===== config.mk =====
export PLATFORM = sky130hd
export DESIGN_NAME = flash_host_ctrl
export DESIGN_NICKNAME = d
export VERILOG_FILES = /design/src/design/flash_host_pkg.sv /design/src/design/flash_host_ctrl.sv
export VERILOG_INCLUDE_DIRS = /design/src /design/src/design
export SDC_FILE = /design/constraint.sdc
export NUM_CORES = 1
export LEC_CHECK = 0
export BUFFER_PORTS_ARGS = -buffer_cell sky130_fd_sc_hd__buf_2
export CORE_ASPECT_RATIO = 1.5
export CORE_UTILIZATION = 56
export CTS_CLUSTER_SIZE = 30
export DETAILED_ROUTE_END_ITERATION = 10
export PLACE_DENSITY_LB_ADDON = 0.05
export SETUP_SLACK_MARGIN = 0.4
export SLEW_MARGIN = 10
export SYNTH_ARGS = -nofsm -noshare
export SYNTH_HDL_FRONTEND = slang
export SYNTH_SLANG_ARGS = --single-unit

===== constraint.sdc =====
create_clock -name clk_sys -period 6.8 [get_ports clk_sys]
set_clock_uncertainty 0.2 [all_clocks]
set_input_delay 0.34 -clock clk_sys [delete_from_list [all_inputs] [get_ports clk_sys]]
set_output_delay 0.34 -clock clk_sys [all_outputs]
set_load 0.01 [all_outputs]

===== src/design/flash_host_params.svh =====
// Constants for the parallel flash host controller.
// Assumes a 10 MHz system clock; all counts except SYNC_CYC derive from it.
`ifndef FLASH_HOST_PARAMS_SVH
`define FLASH_HOST_PARAMS_SVH

`define CLK_PERIOD_NS      100
`define ADDR_W             24
`define DATA_W             16
// Reset pulse low time, worst case, in ns
`define RST_LOW_NS         35000
`define RST_LOW_CYC        ((`RST_LOW_NS + `CLK_PERIOD_NS - 1) / `CLK_PERIOD_NS)
// Recovery after reset before first access, in ns
`define RST_RECOVER_NS     210
`define RST_RECOVER_CYC    ((`RST_RECOVER_NS + `CLK_PERIOD_NS - 1) / `CLK_PERIOD_NS)
// Read access time, in ns
`define READ_ACC_NS        150
`define READ_ACC_CYC       ((`READ_ACC_NS + `CLK_PERIOD_NS - 1) / `CLK_PERIOD_NS)
// Synchroniser stages the read data crosses before capture
`define SYNC_CYC           2
// Write strobe low time, in ns
`define WRITE_LOW_NS       70
`define WRITE_LOW_CYC      ((`WRITE_LOW_NS + `CLK_PERIOD_NS - 1) / `CLK_PERIOD_NS)
// Recovery between cycles (write high / write-to-read), in ns
`define GAP_NS             35
`define GAP_CYC            ((`GAP_NS + `CLK_PERIOD_NS - 1) / `CLK_PERIOD_NS)
`define CNT_W              16
// Chip select pattern that selects the device: c=0, b=0, a=0
`define CS_SELECT          3'h0
`define CS_DESELECT        3'h7

`endif


===== src/design/flash_host_pkg.sv =====
// Types shared by the flash host controller and its bench.
// Assumes flash_host_params.svh is on the include path.
`include "flash_host_params.svh"
package flash_host_pkg;
   typedef enum logic [2:0] {
      ST_RESET   = 3'h0,
      ST_RECOVER = 3'h1,
      ST_IDLE    = 3'h3,
      ST_READ    = 3'h2,
      ST_WRITE   = 3'h6,
      ST_GAP     = 3'h7
   } host_state_e;

   typedef struct packed {
      logic                  write;
      logic                  byteMode;
      logic [`ADDR_W-1:0]    addr;
      logic [`DATA_W-1:0]    wdata;
   } host_req_s;

   typedef struct packed {
      logic                  resetN;
      logic [2:0]            chipSel;
      logic                  outEnN;
      logic                  writeN;
      logic                  byteSel;
      logic [`ADDR_W-1:0]    addr;
   } flash_ctrl_s;
endpackage


===== src/design/flash_host_ctrl.sv =====
// Host controller that drives a parallel NOR flash over its strobes.
// Assumes one 10 MHz clock; flash data and status pins are asynchronous.
// Operation
// - Reads keep write strobe and reset high during select and enable.
// - Host never asserts output enable and write strobe together.
// - Host presents block or location address for erase and program.
// - Host holds device in reset across supply ramps.
`timescale 1ns/10ps
`include "flash_host_params.svh"
module flash_host_ctrl #(
   parameter int RST_LOW_CYCLES = `RST_LOW_CYC
) (
   input  wire logic                         clk_sys,
   input  wire logic                         arst_n,
   // User side
   input  wire logic                         reqValid,
   output      logic                         reqReady,
   input  wire flash_host_pkg::host_req_s    req,
   input  wire logic                         powerHold,
   input  wire logic                         flashReset,
   output      logic                         rspValid,
   output      logic [`DATA_W-1:0]           rspData,
   output      logic                         flashBusy,
   output      logic                         flashReady,
   // Flash pins
   output      flash_host_pkg::flash_ctrl_s  pins,
   input  wire logic [`DATA_W-1:0]           dataIn,
   output      logic [`DATA_W-1:0]           dataOut,
   output      logic                         dataOeN,
   input  wire logic                         status_ready_pin
);

   // ------------------------------------------------------------------
   // Registers
   // ------------------------------------------------------------------
   flash_host_pkg::host_state_e  state_reg, state_next;
   logic [`CNT_W-1:0]            cnt_reg, cnt_next;
   flash_host_pkg::host_req_s    req_reg;
   logic [`DATA_W-1:0]           rdata_reg;
   logic                         rspValid_reg;
   logic [1:0]                   dataSync_en;
   logic [`DATA_W-1:0]           dataSync1_reg, dataSync2_reg;
   logic                         stsSync1_reg, stsSync2_reg;

   // ------------------------------------------------------------------
   // Decode
   // ------------------------------------------------------------------
   // Hold in reset while supplies ramp or user asks for it
   wire holdReset = powerHold | flashReset;
   wire cntDone   = (cnt_reg == '0);
   wire take      = reqValid & reqReady;
   wire inRead    = (state_reg == flash_host_pkg::ST_READ);
   wire inWrite   = (state_reg == flash_host_pkg::ST_WRITE);
   wire selected  = inRead | inWrite;
   // Counter loads; every timed state counts down to zero before moving on, unless a reset request aborts it
   wire [`CNT_W-1:0] recLoad  = `CNT_W'(`RST_RECOVER_CYC);
   wire [`CNT_W-1:0] readLoad = `CNT_W'(`READ_ACC_CYC + `SYNC_CYC);
   wire [`CNT_W-1:0] wrLoad   = `CNT_W'(`WRITE_LOW_CYC);
   wire [`CNT_W-1:0] gapLoad  = `CNT_W'(`GAP_CYC);
   wire [`CNT_W-1:0] rstLoad  = `CNT_W'(RST_LOW_CYCLES);

   // Low byte only in byte mode; upper lanes zeroed
   wire [`DATA_W-1:0] readData = req_reg.byteMode ?
        {8'h00, dataSync2_reg[7:0]} : dataSync2_reg;

   // Handshake and status; ready only when idle and no reset is asked
   assign reqReady   = (state_reg == flash_host_pkg::ST_IDLE) & ~holdReset;
   assign rspValid   = rspValid_reg;
   assign rspData    = rdata_reg;
   assign flashBusy  = ~stsSync2_reg;
   assign flashReady = reqReady;

   // Pin drive: reset dominates every other strobe
   assign pins.resetN  = (state_reg != flash_host_pkg::ST_RESET);
   assign pins.chipSel = selected ? `CS_SELECT : `CS_DESELECT;
   // Output enable only in read; never overlaps the write strobe
   assign pins.outEnN  = ~inRead;
   assign pins.writeN  = ~(inWrite & ~cntDone);
   assign pins.byteSel = ~req_reg.byteMode;
   assign pins.addr    = req_reg.addr;
   assign dataOut      = req_reg.wdata;
   assign dataOeN      = ~inWrite;

   // ------------------------------------------------------------------
   // Next state
   // ------------------------------------------------------------------
   // Cycle walk, counted from the edge that takes a request:
   //   read:  select and output enable drop together and stand for one
   //          cycle more than the access time plus the synchroniser stages; the last read
   //          cycle captures the bus and rspValid pulses one cycle
   //          later, while the gap already runs.
   //   write: select, strobe and data drive start together; the strobe
   //          rises one cycle before select drops, so address and data
   //          are still held at the edge that latches them.
   //   reset: powerHold or flashReset abandons any cycle at once; a cut
   //          program leaves its target undefined, and the caller must
   //          rewrite it after recovery.
   always_comb begin
      state_next = state_reg;
      cnt_next   = cntDone ? cnt_reg : cnt_reg - 1'b1;
      unique case (state_reg)
         flash_host_pkg::ST_RESET: begin
            if (cntDone && !holdReset) begin
               state_next = flash_host_pkg::ST_RECOVER;
               cnt_next   = recLoad;
            end
         end
         flash_host_pkg::ST_RECOVER: begin
            // No access until the device has woken from reset
            if (cntDone)
               state_next = flash_host_pkg::ST_IDLE;
         end
         flash_host_pkg::ST_IDLE: begin
            if (take) begin
               state_next = req.write ? flash_host_pkg::ST_WRITE
                                      : flash_host_pkg::ST_READ;
               cnt_next   = req.write ? wrLoad : readLoad;
            end
         end
         flash_host_pkg::ST_READ: begin
            // Extra cycles cover the data synchroniser
            if (cntDone) begin
               state_next = flash_host_pkg::ST_GAP;
               cnt_next   = gapLoad;
            end
         end
         flash_host_pkg::ST_WRITE: begin
            // Strobe low time; select stays one cycle longer
            if (cntDone) begin
               state_next = flash_host_pkg::ST_GAP;
               cnt_next   = gapLoad;
            end
         end
         flash_host_pkg::ST_GAP: begin
            // Recovery before the next cycle, write-to-read included
            if (cntDone)
               state_next = flash_host_pkg::ST_IDLE;
         end
         default: begin
            // Illegal code: fall back to a full reset pulse
            state_next = flash_host_pkg::ST_RESET;
            cnt_next   = rstLoad;
         end
      endcase
      // Reset request outside ST_RESET aborts any cycle and restarts the pulse timer
      if (holdReset && state_reg != flash_host_pkg::ST_RESET) begin
         state_next = flash_host_pkg::ST_RESET;
         cnt_next   = rstLoad;
      end
   end

   // ------------------------------------------------------------------
   // State and counter
   // ------------------------------------------------------------------
   always_ff @(posedge clk_sys or negedge arst_n) begin
      if (!arst_n) begin
         state_reg <= flash_host_pkg::ST_RESET;
         cnt_reg   <= `CNT_W'(RST_LOW_CYCLES);
      end else begin
         state_reg <= state_next;
         cnt_reg   <= cnt_next;
      end
   end

   // Capture request; fields stay stable through the whole cycle
   always_ff @(posedge clk_sys or negedge arst_n) begin
      if (!arst_n)
         req_reg <= '0;
      else if (take)
         req_reg <= req;
   end

   // ------------------------------------------------------------------
   // Synchronisers and read capture
   // ------------------------------------------------------------------
   // Data bus and status pin are asynchronous to clk_sys
   // The bus is synchronised bit by bit; safe only because it has
   // settled for several cycles before the capture cycle reads it
   always_ff @(posedge clk_sys or negedge arst_n) begin
      if (!arst_n) begin
         dataSync1_reg <= '0;
         dataSync2_reg <= '0;
         stsSync1_reg  <= 1'b1;
         stsSync2_reg  <= 1'b1;
      end else begin
         dataSync1_reg <= dataIn;
         dataSync2_reg <= dataSync1_reg;
         stsSync1_reg  <= status_ready_pin;
         stsSync2_reg  <= stsSync1_reg;
      end
   end

   // Capture strobe: inside a read, on its last cycle
   assign dataSync_en = {inRead, cntDone};

   // Sample at the last read cycle, after access time plus sync
   always_ff @(posedge clk_sys or negedge arst_n) begin
      if (!arst_n) begin
         rdata_reg    <= '0;
         rspValid_reg <= 1'b0;
      end else begin
         rspValid_reg <= (dataSync_en == 2'h3) & ~holdReset;
         if (dataSync_en == 2'h3)
            rdata_reg <= readData;
      end
   end

endmodule // flash_host_ctrl


==> metrics.yaml, run 1 <==
setup_path:
  crit_fanout: 6
  reg2reg_depth: 8
  crit_buf_inv: 0
  r2r_slack_ps: 3940
  cp-end-kind: "flop"
  cpPeakStageDelay_ps: 560
  arrival_ps: 2920
  crit_type: "reg -> reg"
  critPathSlowestCell: "nor4_1"
  path_cells: "nor4_1 > nand2_1 > or3_1 > ha_1 > mux2i_1 > o211ai_1 > a21oi_1 > o21ai_0"
  worstReg2RegStart: "cnt_reg[7]"
  critPathRequiredTime_ps: 6860
  critPathLaunchType: "flop"
  r2r-end: "cnt_reg[0]"
  cp_top_family: "simple AND/OR/NAND/NOR gates"
clock_tree:
  clock-sinks: 111
  cts_resized: 0
  numCtsBuffers: 9
  clk_pin_slew_ps: 70
  cts-root-buf: "clkbuf_16"
  worst_skew_pair.late_latency_ps: 340
  cts-htree-levels: 3
  postCtsSetupBuffers: 0
  cts_tree: "done"
  hold_buffers: 18
  clockBufferDepth: 2
timing:
  final-max-slew-violation-count: 0
  finalHoldViolCount: 0
  tightest_slew_ps: 1080
  setup_viol: 0
  timing.fmax_mhz: 350
  fin_tns_setup_ps: 0
  worst_hold_slack_ps: 22.1
  rsz0062_at_grt: "false"
  fin_crit_sh_pct: 42.0
  slew_headroom_pct: 28.2
  finalCriticalPeriod_ps: 2860
synthesis:
  yosysTopAreaCell: "dfrtp_1"
  synth_area_um2: 4600
  syn_area_per_cell_um2: 12.6
  yosysSeqAreaShare_pct: 60.7
  synth-adder-area-share_pct: 0.817
  synth_top_family_by_area: "multiplexers"
  synth_edf_count: 0
  postSynth.asyncResetShare_pct: 100
  synth_cells: 366
  yosysWarnings: 0
  synth.mux.area_fraction_pct: 12.4
  synth_simple_gate_area_share_pct: 10.4
  yosysUniqueCellTypes: 46
  synthXorXnorAreaFrac_pct: 1.72
  yosysTopAreaCellShare_pct: 56.1
  syn_nets: 433
  synth_seq_cells: 111
  synth_area_leaders: "dfrtp_1, mux2_2, buf_4"
  synth-compound-area-share_pct: 5.04
  synth_flop_cell: "dfrtp_1"
placed_design:
  hpwl_um: 5650
  port_buffers: 131
  place.gp.congestion: 0.910
grt:
  grt_antenna_before_repair: 0
  grt_pass1_wl_um: 14200
  grt_util_all_layers_pct: 21.5
  grt_pass1_vias: 2974
  grt-ovfl-total: 0
  grt_max_degree: 79
outcome:
  status: "complete, no violations"
final_layout:
  diodes: 0
  drive_gt1_share_pct: 44.6
  area_delta_synth_final_pct: 19.3
  layout.nets: 537
  largest_reg_flops: 24
job:
  maxCapViolations: 0
route:
  via_per_inst: 5.13
  drtPass1Iterations: 4
  vias: 2974
  drc_errors: 0
  drtIter0Drc: 135
  wl_um: 8520
  detail_route.wl_per_cell_um: 14.7
  final_antenna_net_count: 0
floorplan:
  num_rows: 40
  initial_core_util_pct: 57.8
  die_y_um: 113
  ios: 132
  core_um2: 7960
  die-area_um2: 8580
  chipWidth_um: 76.0
power:
  max-vdd-ir-drop_mv: 0.213
  power.density_nw_per_um2: 276
  power_leakage_nw: 2.89
  p_total_mw: 1.51
hold_path:
  hp-start: "req[27]"
  hold-path-endpoint: "pins[11]"
  hold_depth: 2
  worstHoldPathType: "in -> reg"
cell usage after synthesis (3+ instances only):
library cell  number
nor4_1             3
dfrtp_1          103
o21ai_0           20
nor2b_1            4
or4_1              4
mux2_2            49
buf_4             43
nor4b_1            3
ha_1               3
nor3_1             4
nor2_1            18
a21oi_1            7
inv_1              7
or3_1              3
nand3_1            8
dfstp_2            8
clkbuf_1          11
nand2_1           26
xor2_1             8
worst max path at each step:
| stage | slack [ps] | start | cells after the start | to |
|---|---|---|---|---|
| final | 3940 | cnt_reg[7] | 8 | cnt_reg[0] |
| after global placement | 3980 | flashReset | 4 | dataOut[2] |
| after floorplan | 4210 | cnt_reg[0] | 10 | cnt_reg[0] |
| after detailed placement | 3960 | flashReset | 4 | pins[13] |
| after global routing | 3810 | cnt_reg[7] | 8 | cnt_reg[0] |
| after CTS | 3950 | cnt_reg[7] | 8 | cnt_reg[0] |
placed cells by master (no fill, tap or decap), types with 4 or more instances in the layout:
cell | netlist | final
nand2_1 | 26 | 26
dfrtp_1 | 103 | 103
buf_2 | 2 | 130
or4_1 | 4 | 4
clkbuf_16 | 0 | 9
nor3_1 | 4 | 4
xor2_1 | 8 | 8
a21oi_1 | 7 | 7
nor2_1 | 18 | 18
nor2b_1 | 4 | 4
mux2_2 | 49 | 49
dlygate4sd3_1 | 0 | 18
o21ai_0 | 20 | 20
nand3_1 | 8 | 7
dfstp_2 | 8 | 8
inv_1 | 7 | 7
power breakdown:
group,total [mW],leakage [nW],switching (mW),internal [mW]
combinational,0.237,1.32,0.124,0.113
clock,0.493,0.134,0.231,0.262
sequential,0.783,1.44,0.0561,0.727
total,1.51,2.89,0.411,1.10
routing by layer:
layer / part of all wire [%] / vias up / wire [µm] / track usage [%]
met5: 0 / - / 0 / 0
met4: 1.9 / 0 / 165 / 11.0
met3: 5.2 / 12 / 442 / 5.00
met2: 53 / 90 / 4520 / 37.8
li1: - / 1413 / - / -
met1: 40 / 1459 / 3390 / 24.5
final cells by class:
class	instances	area, µm²
Inverter	8	30.0
Clock inverter	5	40.0
Sequential cell	111	2790
Clock buffer	11	243
Multi-Input combinational cell	190	1400
Timing Repair Buffer	150	846
Tap cell	105	131
Fill cell	600	2480
through the flow:
stage	worst slack (ps)	utilization [%]	cell area, µm²	instances
2_1_floorplan	4210	-	4600	366
3_3_place_gp	3980	63.1	5020	546
3_5_place_dp	3960	63.1	5020	546
4_1_cts	3950	68.9	5480	580
5_1_grt	3810	68.9	5480	580
6_report	3940	68.9	5480	580
cell families (layout without fill, tap and decap cells):
logic type	count (synthesis)	count (layout)
simple gates	88	88
fa+ha+maj	3	3
compound gates	39	39
flops	111	111
buf+inv	65	174
xor+xnor	9	9
mux	51	51
Power figures use the tool's default switching activity.
==> run 2, diff against run 1 <==
- ABC_AREA: not set -> 1
- CORE_UTILIZATION: 56 -> 52
- clock period: 6.8 -> 2.8 ns (I/O delays scaled with it)
==> run 2 against run 1 <==
Final cell count up 38%. Register-to-register slack worse by 3300 ps. Synthesized cell count increased by 45%. Hold slack better by 40 ps. Sequential power increased by 130%. First-iteration DRC count increased by 35%. Critical path depth increased by 1. Core utilization increased by 0.70 points. Critical endpoint is now pins[25]. Total power grew 150%. Critical path type is now reg -> out. Largest cell class unchanged.
==> metrics.yaml, run 2 <==
route:
  drtPass1Iterations: 5
  vias: 3875
  final_antenna_net_count: 0
  drtIter0Drc: 182
  detail_route.wl_per_cell_um: 13.5
  wl_um: 10700
  via_per_inst: 4.86
  drc_errors: 0
final_layout:
  largest_reg_flops: 24
  layout.nets: 750
  fin_util_pct: 69.6
  diodes: 0
  drive_gt1_share_pct: 28.6
  layout_commonest_cell: "nand2_1"
  area_delta_synth_final_pct: 28.0
  final_cell_mix: "nand2_1, buf_2, dfrtp_1"
synthesis:
  syn_nets: 597
  synth_area_leaders: "dfrtp_1, nand2_1, buf_4"
  yosysTopAreaCellShare_pct: 53.1
  syn_area_per_cell_um2: 9.16
  yosysWarnings: 0
  synth_flop_cell: "dfrtp_1"
  yosysTopAreaCell: "dfrtp_1"
  yosysMostFrequentCell: "nand2_1"
  postSynth.asyncResetShare_pct: 100
  synth_cells: 530
  yosysSeqAreaShare_pct: 57.4
  synth_area_um2: 4860
  synth.top_cells.by_count: "nand2_1, dfrtp_1, buf_4"
  synth_edf_count: 0
  yosysUniqueCellTypes: 35
  synth_seq_cells: 111
outcome:
  status: "complete, no violations"
timing:
  final-max-slew-violation-count: 0
  timing.fmax_mhz: 460
  tightest_slew_ps: 461
  finalHoldViolCount: 0
  slew_headroom_pct: 69.2
  fin_tns_setup_ps: 0
  setup_viol: 0
  fin_crit_sh_pct: 77.6
  finalCriticalPeriod_ps: 2170
  worst_hold_slack_ps: 62.1
  fin_ws_ps: 627
  rsz0062_at_grt: "false"
setup_path:
  endpoint: "pins[25]"
  r2r-end: "rspData[9]"
  critPathLaunchType: "flop"
  arrival_ps: 1830
  worstReg2RegStart: "cnt_reg[0]"
  critPathRequiredTime_ps: 2460
  crit_fanout: 9
  reg2reg_depth: 9
  crit_type: "reg -> out"
  cp-end-kind: "primary output"
  r2r_slack_ps: 670
  startpoint: "cnt_reg[1]"
grt:
  grt_antenna_before_repair: 0
  grt_pass1_vias: 3927
  grt_pass1_wl_um: 17900
  grt_max_degree: 81
  grt-ovfl-total: 0
  grt_util_all_layers_pct: 24.6
clock_tree:
  clock-sinks: 111
  cts-htree-levels: 3
  cts-root-buf: "clkbuf_16"
  clk_pin_slew_ps: 80
  worst_skew_pair.late_latency_ps: 350
  numCtsBuffers: 9
  clockBufferDepth: 2
  postCtsSetupBuffers: 0
  cts_tree: "done"
placed_design:
  port_buffers: 131
  place.gp.congestion: 0.881
  dpl_worst_slack_ps: 679
  hpwl_um: 7140
floorplan:
  ios: 132
  die_y_um: 120
  chipWidth_um: 80.9
  num_rows: 42
  core_um2: 8930
  initial_core_util_pct: 54.4
  die-area_um2: 9740
power:
  power.density_nw_per_um2: 603
  max-vdd-ir-drop_mv: 0.359
  power_leakage_nw: 3.37
hold_path:
  worstHoldPathType: "in -> async"
job:
  maxCapViolations: 0
-- run 2: worst max-delay path, stage by stage (launching register included) --
cell and delay, ps:
dfstp_2 540, inv_1 60, ha_1 190, nand2_1 70, nor2_1 50, nand2_2 180
nand2_1 70, inv_1 110, nand2_1 60, buf_2 150
-- run 2: through the flow --
step                      power, mW  instance area (µm²)  instances
after floorplan                2.27                 4860        530
after global placement         2.44                 5280        719
after detailed placement       2.45                 5280        719
after CTS                      3.78                 6210        798
after global routing           3.96                 6220        798
final                          3.75                 6220        798
-- run 2: worst min-delay path by stage --
stage / slack, ps / from / to / depth (start not counted)
5_1_grt: 70 / reqValid / state_reg[0] / 5
4_1_cts: 50 / reqValid / state_reg[0] / 5
2_1_floorplan: -360 / arst_n / cnt_reg[0] / 0
3_3_place_gp: -90 / arst_n / rspData[11] / 1
3_5_place_dp: -90 / arst_n / rspData[11] / 1
6_report: 60 / arst_n / rspData[11] / 2
-- run 2: timing repair --
item                                    in CTS  in global routing
endpoints found under the hold margin      118                  0
gates resized for setup                      0                  1
hold buffers                                63                  0
endpoints found under the setup margin       0                  1
-- run 2: cells by family after synthesis --
group / Yosys count / share of synthesized area, %
buffers and inverters: 84 / 10.8
DFF: 111 / 57.4
AOI/OAI and AO/OA: 24 / 2.73
and+or+nand+nor: 303 / 27.4
adders and majority gates: 3 / 0.773
xor gates and xnor gates: 5 / 0.902
-- run 2: layout make-up --
class / count / area (µm²)
Multi-Input combinational cell: 335 / 1550
Tap cell: 110 / 138
Timing Repair Buffer: 199 / 1340
Clock inverter: 6 / 63.8
Sequential cell: 111 / 2790
Inverter: 27 / 101
Clock buffer: 10 / 239
Fill cell: 716 / 2720
-- run 2: per-layer routing --
metal,track usage (%),vias up,routed length [µm]
li1,-,1904,-
met1,28.7,1829,4350
met2,41.1,116,5500
met3,6.57,26,536
met4,11.8,0,345
met5,0,-,0
-- run 2: report_power, final --
group | internal [mW] | switching (mW)
registers | 1.74 | 0.100
clock network | 0.651 | 0.607
logic | 0.285 | 0.363
